==> src/include/meru_pkg.sv <==
// Constants and types for the mode-entry register update block
package meru_pkg;

	// Operating modes reported by the mode state machine
	typedef enum logic [2:0] {
		MODE_OFF,
		MODE_STANDBY,
		MODE_NORMAL,
		MODE_SLEEP,
		MODE_RESET,
		MODE_OVERLOAD,
		MODE_FAILSAFE
	} meru_mode_t;

	// Register byte addresses
	localparam logic [7:0] ADDR_MODE = 8'h00;
	localparam logic [7:0] ADDR_WDOG = 8'h04;
	localparam logic [7:0] ADDR_CTRL = 8'h08;
	localparam logic [7:0] ADDR_LIVE = 8'h0c;
	localparam logic [7:0] ADDR_NVCFG = 8'h10;
	localparam logic [7:0] ADDR_SWCTRL = 8'h14;
	localparam logic [7:0] ADDR_LINCFG = 8'h18;
	localparam logic [7:0] ADDR_THRESH = 8'h1c;
	localparam logic [7:0] ADDR_IDMASK = 8'h20;
	localparam logic [7:0] ADDR_IOFLAG = 8'h24;
	localparam logic [7:0] ADDR_IOMASK = 8'h28;
	localparam logic [7:0] ADDR_MSFLAG = 8'h2c;
	localparam logic [7:0] ADDR_MSMASK = 8'h30;

	// Operating-mode control encodings
	localparam logic [2:0] MC_STANDBY = 3'h4;
	localparam logic [2:0] MC_NORMAL = 3'h7;
	localparam logic [2:0] MC_SLEEP = 3'h1;

	// Field widths and reset values
	localparam int MC_W = 3;
	localparam int WDOG_W = 4;
	localparam logic [3:0] WDOG_DEF = 4'h4;
	localparam int RCC_W = 2;
	localparam logic [1:0] RCC_DEF = 2'h0;
	localparam int IDM_W = 29;
	localparam logic [1:0] PIN_OFF_STATE = 2'h3;

	// Control register bit positions
	localparam int CTRL_RCC_LO = 0;
	localparam int CTRL_LHC = 2;
	localparam int CTRL_NMS = 3;
	localparam int CTRL_PN_DATA_MASK_EN = 4;

	// Misc flag register bit positions (mask uses the same layout)
	localparam int MS_LINWAKE_LO = 0;
	localparam int MS_OTW = 2;
	localparam int MS_OVSD = 3;
	localparam int MS_POR = 4;
	localparam int MS_PN_CONFIG_VALID = 5;
	localparam int MS_PNERR = 6;
	localparam int MS_W = 7;

	// Live status register bit positions
	localparam int LIVE_WLS_LO = 16;
	localparam int LIVE_OVERTEMP_WARN_STATUS = 24;
	localparam int LIVE_NVPS = 25;

	// LIN config register positions
	localparam int LIN_MODE_LO = 4;
	localparam int LIN_LOCK_LO = 8;

	// Threshold register: short-circuit field starts here
	localparam int THR_SC_LO = 16;

endpackage : meru_pkg

==> src/verilog/meru_core.sv <==
// Mode-entry register update with register port and interrupt
//
// Decided for this implementation: strobed register access and the register addresses.
`timescale 1ns/1ps
// Function
// - Mode control field set per entered mode, kept on Overload
// - Watchdog period defaults on Reset, Overload and failsafe entries
// - Reset counter counts Reset entries, clears failsafe
// - Normal status cleared on Normal entry
// - Pin state reads 11 in Off
// - Failsafe sets wake interrupt enables
// - Failsafe clears listed interrupt flags
// - Failsafe clears fault interrupt enables
// - Switch control cleared on Overload, failsafe
// - Data-mask enable set at failsafe entry
// - Wake identifier mask cleared in failsafe
// - Nonvolatile config bits always from store
// - Overtemp and wake level read 0 in Off
// - Programmed status always live
// - LIN and threshold fields only reset
// - Writes during mode change are discarded
module meru_core #(
	parameter int NIO = 8,
	parameter int NLIN = 2,
	parameter int NSFC = 3
) (
	input wire logic clk,
	input wire logic rst,
	input wire logic modeEnter,
	input wire meru_pkg::meru_mode_t modeNext,
	input wire logic accessActive,
	input wire logic [7:0] addr,
	input wire logic [31:0] wdata,
	input wire logic wr,
	input wire logic rd,
	output logic [31:0] rdata,
	input wire logic [2*NIO-1:0] pinStateIn,
	input wire logic [NIO-1:0] wakeLevelIn,
	input wire logic otwIn,
	input wire logic vbatAboveUvIn,
	input wire logic nvProgIn,
	input wire logic [NIO-1:0] highsideNv,
	input wire logic [NIO-1:0] lowsideNv,
	input wire logic [NSFC-1:0] startupNv,
	input wire logic [NIO-1:0] riseEvt,
	input wire logic [NIO-1:0] fallEvt,
	input wire logic [NIO-1:0] openLoadEvt,
	input wire logic [NIO-1:0] shortEvt,
	input wire logic [meru_pkg::MS_W-1:0] miscEvt,
	output logic [meru_pkg::MC_W-1:0] opModeCtrl,
	output logic [meru_pkg::WDOG_W-1:0] wdogPeriodSel,
	output logic limpHomeCtrl,
	output logic [2*NIO-1:0] pinSwitchCtrl,
	output logic irq
);
	import meru_pkg::*;

	////////////////////////////////////////////////////////////////////
	// Synchronisers and mode tracking

	logic [2*NIO-1:0] pinMeta_r, pinSync_r;
	logic [NIO-1:0] wlsMeta_r, wlsSync_r;
	logic [2:0] liveMeta_r, liveSync_r;
	meru_mode_t curMode_r;
	logic discard_r;
	logic wrOk, fsEnter, rstEnter, ovlEnter;
	logic [NIO-1:0] hsNv_r, lsNv_r;
	logic [NSFC-1:0] sfNv_r;

	// Two-flop synchronisers for pin and comparator levels
	always_ff @(posedge clk) begin
		pinMeta_r <= pinStateIn;
		pinSync_r <= pinMeta_r;
		wlsMeta_r <= wakeLevelIn;
		wlsSync_r <= wlsMeta_r;
		liveMeta_r <= {nvProgIn, vbatAboveUvIn, otwIn};
		liveSync_r <= liveMeta_r;
	end

	// nonvolatile copies
	// Registered so read data come from flops; store is static anyway
	always_ff @(posedge clk) begin
		hsNv_r <= highsideNv;
		lsNv_r <= lowsideNv;
		sfNv_r <= startupNv;
	end

	// Power-on reset is the Off mode
	always_ff @(posedge clk) begin
		if (rst) begin
			curMode_r <= MODE_OFF;
		end else if (modeEnter) begin
			curMode_r <= modeNext;
		end
	end

	assign fsEnter = modeEnter && (modeNext == MODE_FAILSAFE);
	assign rstEnter = modeEnter && (modeNext == MODE_RESET);
	assign ovlEnter = modeEnter && (modeNext == MODE_OVERLOAD);

	// access discard
	// A frame caught by a mode change takes no writes until it ends
	always_ff @(posedge clk) begin
		if (rst) begin
			discard_r <= 1'b0;
		end else if (modeEnter && accessActive) begin
			discard_r <= 1'b1;
		end else if (!accessActive) begin
			discard_r <= 1'b0;
		end
	end

	assign wrOk = wr && !modeEnter && !discard_r;

	////////////////////////////////////////////////////////////////////
	// Control fields

	logic [RCC_W-1:0] rcc_r;
	logic nms_r, pn_data_mask_en_r;
	logic [IDM_W-1:0] idMask_r;
	logic [4*NLIN-1:0] linCfg_r;
	logic [NLIN-1:0] linLock_r;
	logic [2*NIO-1:0] olThr_r, scThr_r;

	// mode control
	// Overload leaves the field as it was
	always_ff @(posedge clk) begin
		if (rst) begin
			opModeCtrl <= MC_STANDBY;
		end else if (modeEnter) begin
			case (modeNext)
				MODE_STANDBY, MODE_RESET, MODE_OFF: begin
					opModeCtrl <= MC_STANDBY;
				end
				MODE_NORMAL: begin
					opModeCtrl <= MC_NORMAL;
				end
				MODE_SLEEP, MODE_FAILSAFE: begin
					opModeCtrl <= MC_SLEEP;
				end
				default: begin
					opModeCtrl <= opModeCtrl;
				end
			endcase
		end else if (wrOk && addr == ADDR_MODE) begin
			opModeCtrl <= wdata[MC_W-1:0];
		end
	end

	always_ff @(posedge clk) begin
		if (rst) begin
			wdogPeriodSel <= WDOG_DEF;
		end else if (rstEnter || ovlEnter || fsEnter) begin
			wdogPeriodSel <= WDOG_DEF;
		end else if (wrOk && addr == ADDR_WDOG) begin
			wdogPeriodSel <= wdata[WDOG_W-1:0];
		end
	end

	// reset counter
	// Wraps after three; counts only with battery above threshold
	always_ff @(posedge clk) begin
		if (rst) begin
			rcc_r <= RCC_DEF;
		end else if (fsEnter) begin
			rcc_r <= RCC_DEF;
		end else if (rstEnter) begin
			if (liveSync_r[1]) begin
				rcc_r <= rcc_r + RCC_W'(1);
			end
		end else if (wrOk && addr == ADDR_CTRL) begin
			rcc_r <= wdata[CTRL_RCC_LO +: RCC_W];
		end
	end

	// limp home, normal status, data mask enable
	always_ff @(posedge clk) begin
		if (rst) begin
			limpHomeCtrl <= 1'b0;
			nms_r <= 1'b1;
			pn_data_mask_en_r <= 1'b1;
		end else if (modeEnter) begin
			if (ovlEnter || fsEnter) begin
				limpHomeCtrl <= 1'b1;
			end
			if (modeNext == MODE_NORMAL) begin
				nms_r <= 1'b0;
			end
			if (fsEnter) begin
				pn_data_mask_en_r <= 1'b1;
			end
		end else if (wrOk && addr == ADDR_CTRL) begin
			limpHomeCtrl <= wdata[CTRL_LHC];
			nms_r <= wdata[CTRL_NMS];
			pn_data_mask_en_r <= wdata[CTRL_PN_DATA_MASK_EN];
		end
	end

	always_ff @(posedge clk) begin
		if (rst || ovlEnter || fsEnter) begin
			pinSwitchCtrl <= '0;
		end else if (wrOk && addr == ADDR_SWCTRL) begin
			pinSwitchCtrl <= wdata[2*NIO-1:0];
		end
	end

	always_ff @(posedge clk) begin
		if (rst || fsEnter) begin
			idMask_r <= '0;
		end else if (wrOk && addr == ADDR_IDMASK) begin
			idMask_r <= wdata[IDM_W-1:0];
		end
	end

	// reset-only fields
	// No mode entry touches these, failsafe included
	always_ff @(posedge clk) begin
		if (rst) begin
			linCfg_r <= '0;
			linLock_r <= '0;
			olThr_r <= '0;
			scThr_r <= '0;
		end else if (wrOk && addr == ADDR_LINCFG) begin
			linCfg_r <= wdata[4*NLIN-1:0];
			linLock_r <= wdata[LIN_LOCK_LO +: NLIN];
		end else if (wrOk && addr == ADDR_THRESH) begin
			olThr_r <= wdata[2*NIO-1:0];
			scThr_r <= wdata[THR_SC_LO +: 2*NIO];
		end
	end

	////////////////////////////////////////////////////////////////////
	// Interrupt flags and enables

	logic [4*NIO-1:0] ioFlag_r, ioMask_r, ioEvt, ioW1c;
	logic [MS_W-1:0] msFlag_r, msMask_r, msW1c;

	assign ioEvt = {shortEvt, openLoadEvt, fallEvt, riseEvt};
	assign ioW1c = (wrOk && addr == ADDR_IOFLAG) ? wdata[4*NIO-1:0] : '0;
	assign msW1c = (wrOk && addr == ADDR_MSFLAG) ? wdata[MS_W-1:0] : '0;

	// failsafe flag clear
	// Event beats software clear; failsafe entry beats both
	always_ff @(posedge clk) begin
		if (rst || fsEnter) begin
			ioFlag_r <= '0;
			msFlag_r <= '0;
		end else begin
			ioFlag_r <= (ioFlag_r & ~ioW1c) | ioEvt;
			msFlag_r <= (msFlag_r & ~msW1c) | miscEvt;
		end
	end

	// wake enables set, fault enables cleared
	always_ff @(posedge clk) begin
		if (rst) begin
			ioMask_r <= '0;
			msMask_r <= '0;
		end else if (fsEnter) begin
			ioMask_r <= {{(2*NIO){1'b0}}, {(2*NIO){1'b1}}};
			msMask_r <= '0;
			msMask_r[MS_LINWAKE_LO +: NLIN] <= '1;
		end else if (wrOk && addr == ADDR_IOMASK) begin
			ioMask_r <= wdata[4*NIO-1:0];
		end else if (wrOk && addr == ADDR_MSMASK) begin
			msMask_r <= wdata[MS_W-1:0];
		end
	end

	// Level interrupt while any enabled flag stands
	assign irq = |(ioFlag_r & ioMask_r) || |(msFlag_r & msMask_r);

	////////////////////////////////////////////////////////////////////
	// Read path

	logic offNow;
	logic [31:0] rdNxt;
	assign offNow = (curMode_r == MODE_OFF);

	// pin state, Off masking, live programmed bit
	always_comb begin
		rdNxt = '0;
		case (addr)
			ADDR_MODE: rdNxt[MC_W-1:0] = opModeCtrl;
			ADDR_WDOG: rdNxt[WDOG_W-1:0] = wdogPeriodSel;
			ADDR_CTRL: begin
				rdNxt[CTRL_RCC_LO +: RCC_W] = rcc_r;
				rdNxt[CTRL_LHC] = limpHomeCtrl;
				rdNxt[CTRL_NMS] = nms_r;
				rdNxt[CTRL_PN_DATA_MASK_EN] = pn_data_mask_en_r;
			end
			ADDR_LIVE: begin
				rdNxt[2*NIO-1:0] = offNow ? {NIO{PIN_OFF_STATE}} : pinSync_r;
				rdNxt[LIVE_WLS_LO +: NIO] = offNow ? '0 : wlsSync_r;
				rdNxt[LIVE_OVERTEMP_WARN_STATUS] = offNow ? 1'b0 : liveSync_r[0];
				rdNxt[LIVE_NVPS] = liveSync_r[2];
			end
			ADDR_NVCFG: rdNxt = 32'({sfNv_r, lsNv_r, hsNv_r});
			ADDR_SWCTRL: rdNxt[2*NIO-1:0] = pinSwitchCtrl;
			ADDR_LINCFG: begin
				rdNxt[4*NLIN-1:0] = linCfg_r;
				rdNxt[LIN_LOCK_LO +: NLIN] = linLock_r;
			end
			ADDR_THRESH: rdNxt = 32'({scThr_r, olThr_r});
			ADDR_IDMASK: rdNxt[IDM_W-1:0] = idMask_r;
			ADDR_IOFLAG: rdNxt[4*NIO-1:0] = ioFlag_r;
			ADDR_IOMASK: rdNxt[4*NIO-1:0] = ioMask_r;
			ADDR_MSFLAG: rdNxt[MS_W-1:0] = msFlag_r;
			ADDR_MSMASK: rdNxt[MS_W-1:0] = msMask_r;
			default: rdNxt = '0;
		endcase
	end

	// Read data stand one cycle, zero otherwise
	always_ff @(posedge clk) begin
		if (rst || !rd) begin
			rdata <= '0;
		end else begin
			rdata <= rdNxt;
		end
	end
endmodule : meru_core

==> config.mk <==
export PLATFORM = sky130hd
export DESIGN_NAME = meru_core
export DESIGN_NICKNAME = d
export VERILOG_FILES = /design/src/include/meru_pkg.sv /design/src/verilog/meru_core.sv
export SDC_FILE = /design/constraint.sdc
export NUM_CORES = 1
export LEC_CHECK = 0
export BUFFER_PORTS_ARGS = -buffer_cell sky130_fd_sc_hd__buf_2
export CAP_MARGIN = 10
export CELL_PAD_IN_SITES_DETAIL_PLACEMENT = 1
export CELL_PAD_IN_SITES_GLOBAL_PLACEMENT = 1
export CORE_ASPECT_RATIO = 1.75
export CORE_MARGIN = 8
export CORE_UTILIZATION = 47
export CTS_BUF_LIST = sky130_fd_sc_hd__clkbuf_8
export DETAILED_ROUTE_END_ITERATION = 10
export GPL_TIMING_DRIVEN = 0
export PLACE_DENSITY = 0.95
export SLEW_MARGIN = 5
export SYNTH_ARGS = -nofsm -noshare
export SYNTH_HDL_FRONTEND = slang
export SYNTH_SLANG_ARGS = --single-unit
export TNS_END_PERCENT = 100
==> constraint.sdc <==
create_clock -name clk -period 5.1 [get_ports clk]
set_input_delay 0.255 -clock clk [delete_from_list [all_inputs] [get_ports clk]]
set_output_delay 0.255 -clock clk [all_outputs]
set_load 0.05 [all_outputs]
==> reports/metrics.cfg <==
[yosys]
dominantRegCellSynth=dfxtp_1
ys_warn_count=0
synth-async-reset-ratio=0
syn_avg_cell_area_sq_um=9.21
netlist_instances=1179
yosysSeqAreaShare=0.528
syn_area_sq_um=10900
synth_fp_nets=1313
synth_edf_count=0
synth_cell_types=66
synth_seq_cells=286

[clocking]
cts_htree_levels=2
cts_sinks=286
cts-root-buf=clkbuf_8
clk_path_buf_depth=3
cts_tree=done
numCtsBuffers=44
worstSkewPairLatency_ns=0.62
clk_pin_slew_ns=0.09
cts.repair.resized=0

[placement]
portBuffers=180
dp.final_hpwl_mm=35.3
place_congestion=0.974

[power]
intPower_mw=3.56
ir_drop_mv=0.264
pwr-share-seq=0.479
switching_share=0.278
fin_total_pwr_mw=4.93
power.density_nw_per_um2=347
p_clk_frac=0.437
switchingPower_mw=1.37
p_comb_frac=0.084
p_leak_nw=5.47

[die]
rows=73
core_sq_um=22700
num_io_pins=191
dieHeight_um=217
start_util=0.477
die_area_sq_um=28400
die_w_um=131

[timing]
slew_headroom=0.0888
fin_crit_ns=3.14
fmax_ghz=0.319
finalSetupViolCount=0
final_hold_viol_count=0
fin_tns_setup_ns=0
rsz0062_at_grt=no
report.final.slew_viol_count=0
clock_skew_ns=0.0382
period_share=0.615
tightest_slew_ns=1.36

[drt]
ant_nets=0
post_drt_wl_per_cell_um=32.4
drtIter0Drc=1593
via_count=12492
drc=0
wl_mm=60.2
firstDrtPassIters=7
vias_per_cell=6.72

[global_route]
antenna_found_initial=8
grt.total_usage=0.425
grt_pass1_wl_mm=87.7
grt-ovfl-total=0
grt_max_degree=12
grt_pass1_vias=13703

[run_status]
status=finished clean

[hold_path]
min-delay-start=wdata[15]
whs_endpoint=olThr_r[15]
hold_path_class=in2reg
min_path_cells=3

[setup_path]
path_class=reg2reg
crit_chain=nor3b_1 > nand3_1 > clkbuf_1 > nand2_1 > a21oi_1
worstSetupStartpointType=register
crit_fanout=10
reg2reg_setup_slack_ns=1.96
crit_required_ns=5.49
cpPeakStageDelay_ns=1.02
critPathBufInv=1
cp_slowest_cell=nor3b_1
path_delay_family=simple AND/OR/NAND/NOR gates
r2r_start=discard_r
endpoint_kind=register
r2r-end=olThr_r[13]
critPathArrivalTime_ns=3.52
r2r_cells=5

[final_layout]
nNetsFinal=1650
syn_to_final_growth_pct=30.9
drive_above_1_share=0.187
final_cell_mix=dfxtp_1, nand2_1, buf_2
final_common_cell=dfxtp_1

[job]
maxCapViolations=0

[worst register-to-register path: stages, from the launching register on]
cell and delay, ns:
dfxtp_1 0.36, nor3b_1 1.02, nand3_1 0.71, clkbuf_1 0.46, nand2_1 0.20, a21oi_1 0.18
[how the worst max path moves through the flow]
stage | start | end | slack [ns] | cells after the start
floorplan | addr[1] | ioFlag_r[2] | 3.16 | 7
global placement | addr[0] | linCfg_r[6] | 1.89 | 7
detailed placement | addr[2] | idMask_r[25] | 1.93 | 8
CTS | discard_r | olThr_r[13] | 2.35 | 5
global route | discard_r | olThr_r[13] | 2.03 | 5
finish | discard_r | olThr_r[13] | 1.96 | 5
[Yosys cell counts (3+ instances only)]
| cell | count | share of area |
|---|---|---|
| dfxtp_1 | 286 | 0.53 |
| nand2_1 | 210 | 0.073 |
| a21oi_1 | 118 | 0.054 |
| clkbuf_1 | 71 | 0.025 |
| a22oi_1 | 60 | 0.042 |
| nor2_1 | 53 | 0.018 |
| nor3_1 | 42 | 0.019 |
| o21a_1 | 42 | 0.029 |
| mux2i_1 | 41 | 0.038 |
| a21boi_0 | 35 | 0.024 |
| buf_2 | 18 | 0.0083 |
| nand3_1 | 17 | 0.0078 |
| a31oi_1 | 15 | 0.0086 |
| a222oi_1 | 13 | 0.012 |
| o21ai_0 | 12 | 0.0055 |
| o22a_1 | 11 | 0.0089 |
| o211ai_1 | 8 | 0.0055 |
| a211oi_1 | 7 | 0.0048 |
| and3_1 | 7 | 0.0040 |
| nand4_1 | 7 | 0.0040 |
| or2_2 | 7 | 0.0040 |
| a21o_1 | 5 | 0.0035 |
| o2bb2ai_1 | 5 | 0.0040 |
| a21boi_1 | 4 | 0.0028 |
| inv_1 | 4 | 0.0014 |
| nand2b_1 | 4 | 0.0023 |
| nor2b_1 | 4 | 0.0023 |
| nor3_2 | 4 | 0.0037 |
| nor4b_1 | 4 | 0.0032 |
| or4b_1 | 4 | 0.0037 |
| a221oi_1 | 3 | 0.0024 |
| a22o_1 | 3 | 0.0024 |
| a32oi_1 | 3 | 0.0024 |
| buf_1 | 3 | 0.0010 |
| nand3b_1 | 3 | 0.0021 |
| nor4_1 | 3 | 0.0017 |
| xnor2_1 | 3 | 0.0024 |
[routing by layer]
layer	share of wire	up-vias	track usage
met5	0.00065	-	0
met4	0.11	6	0.401
met3	0.10	479	0.140
met2	0.48	1119	0.689
met1	0.31	5971	0.414
li1	-	4917	-
[cell type report]
class	count	area, sq um
Sequential cell	286	5730
Antenna cell	9	22.5
Timing Repair Buffer	291	2000
Buffer	94	387
Fill cell	2574	8530
Tap cell	300	375
Inverter	4	15.0
Clock inverter	19	109
Multi-Input combinational cell	795	4750
Clock buffer	60	826
[metrics by stage]
stage | setup WS (ns) | instance area [sq um] | instances | utilization | hold WS [ns]
CTS | 2.35 | 14200 | 1849 | 0.623 | 0.00105
detailed placement | 1.93 | 12200 | 1661 | 0.534 | 0.313
floorplan | 3.16 | 10900 | 1179 | - | 0.283
global route | 2.03 | 14200 | 1852 | 0.624 | 0.0112
finish | 1.96 | 14200 | 1858 | 0.625 | 0.00272
global placement | 1.89 | 12100 | 1659 | 0.533 | 0.310
[power groups by stage]
stage / clock [mW] / combinational, mW / sequential (mW)
2_1_floorplan: 0 / 0.150 / 2.38
3_3_place_gp: 0 / 0.295 / 2.40
3_5_place_dp: 0 / 0.308 / 2.40
4_1_cts: 2.04 / 0.380 / 2.35
5_1_grt: 2.22 / 0.425 / 2.36
6_report: 2.16 / 0.415 / 2.36
[cell families (layout without fill, tap and decap cells)]
family | after synthesis | after routing | synth area share
mux | 45 | 45 | 0.0440
xor+xnor | 3 | 3 | 0.00242
flops | 286 | 286 | 0.528
buf+inv | 98 | 468 | 0.0370
other cells | 0 | 9 | 0
compound gates | 359 | 359 | 0.224
simple gates | 388 | 388 | 0.165
[state kept, by name (all words and copies together), names as in the netlist, 4 cells and up]
signal / count
pinMeta_r: 16
msFlag_r: 7
ioFlag_r: 32
lsNv_r: 8
msMask_r: 7
pinSync_r: 16
pinSwitchCtrl: 16
wlsSync_r: 8
wlsMeta_r: 8
linCfg_r: 8
idMask_r: 29
rdata: 32
olThr_r: 16
ioMask_r: 32
hsNv_r: 8
scThr_r: 16
wdogPeriodSel: 4
[repair_timing]
action / 4_1_cts / 5_1_grt
hold endpoints to repair: 144 / 0
hold buffers: 109 / 0
buffers inserted: 0 / 0
(Power assumes the default switching activity.)
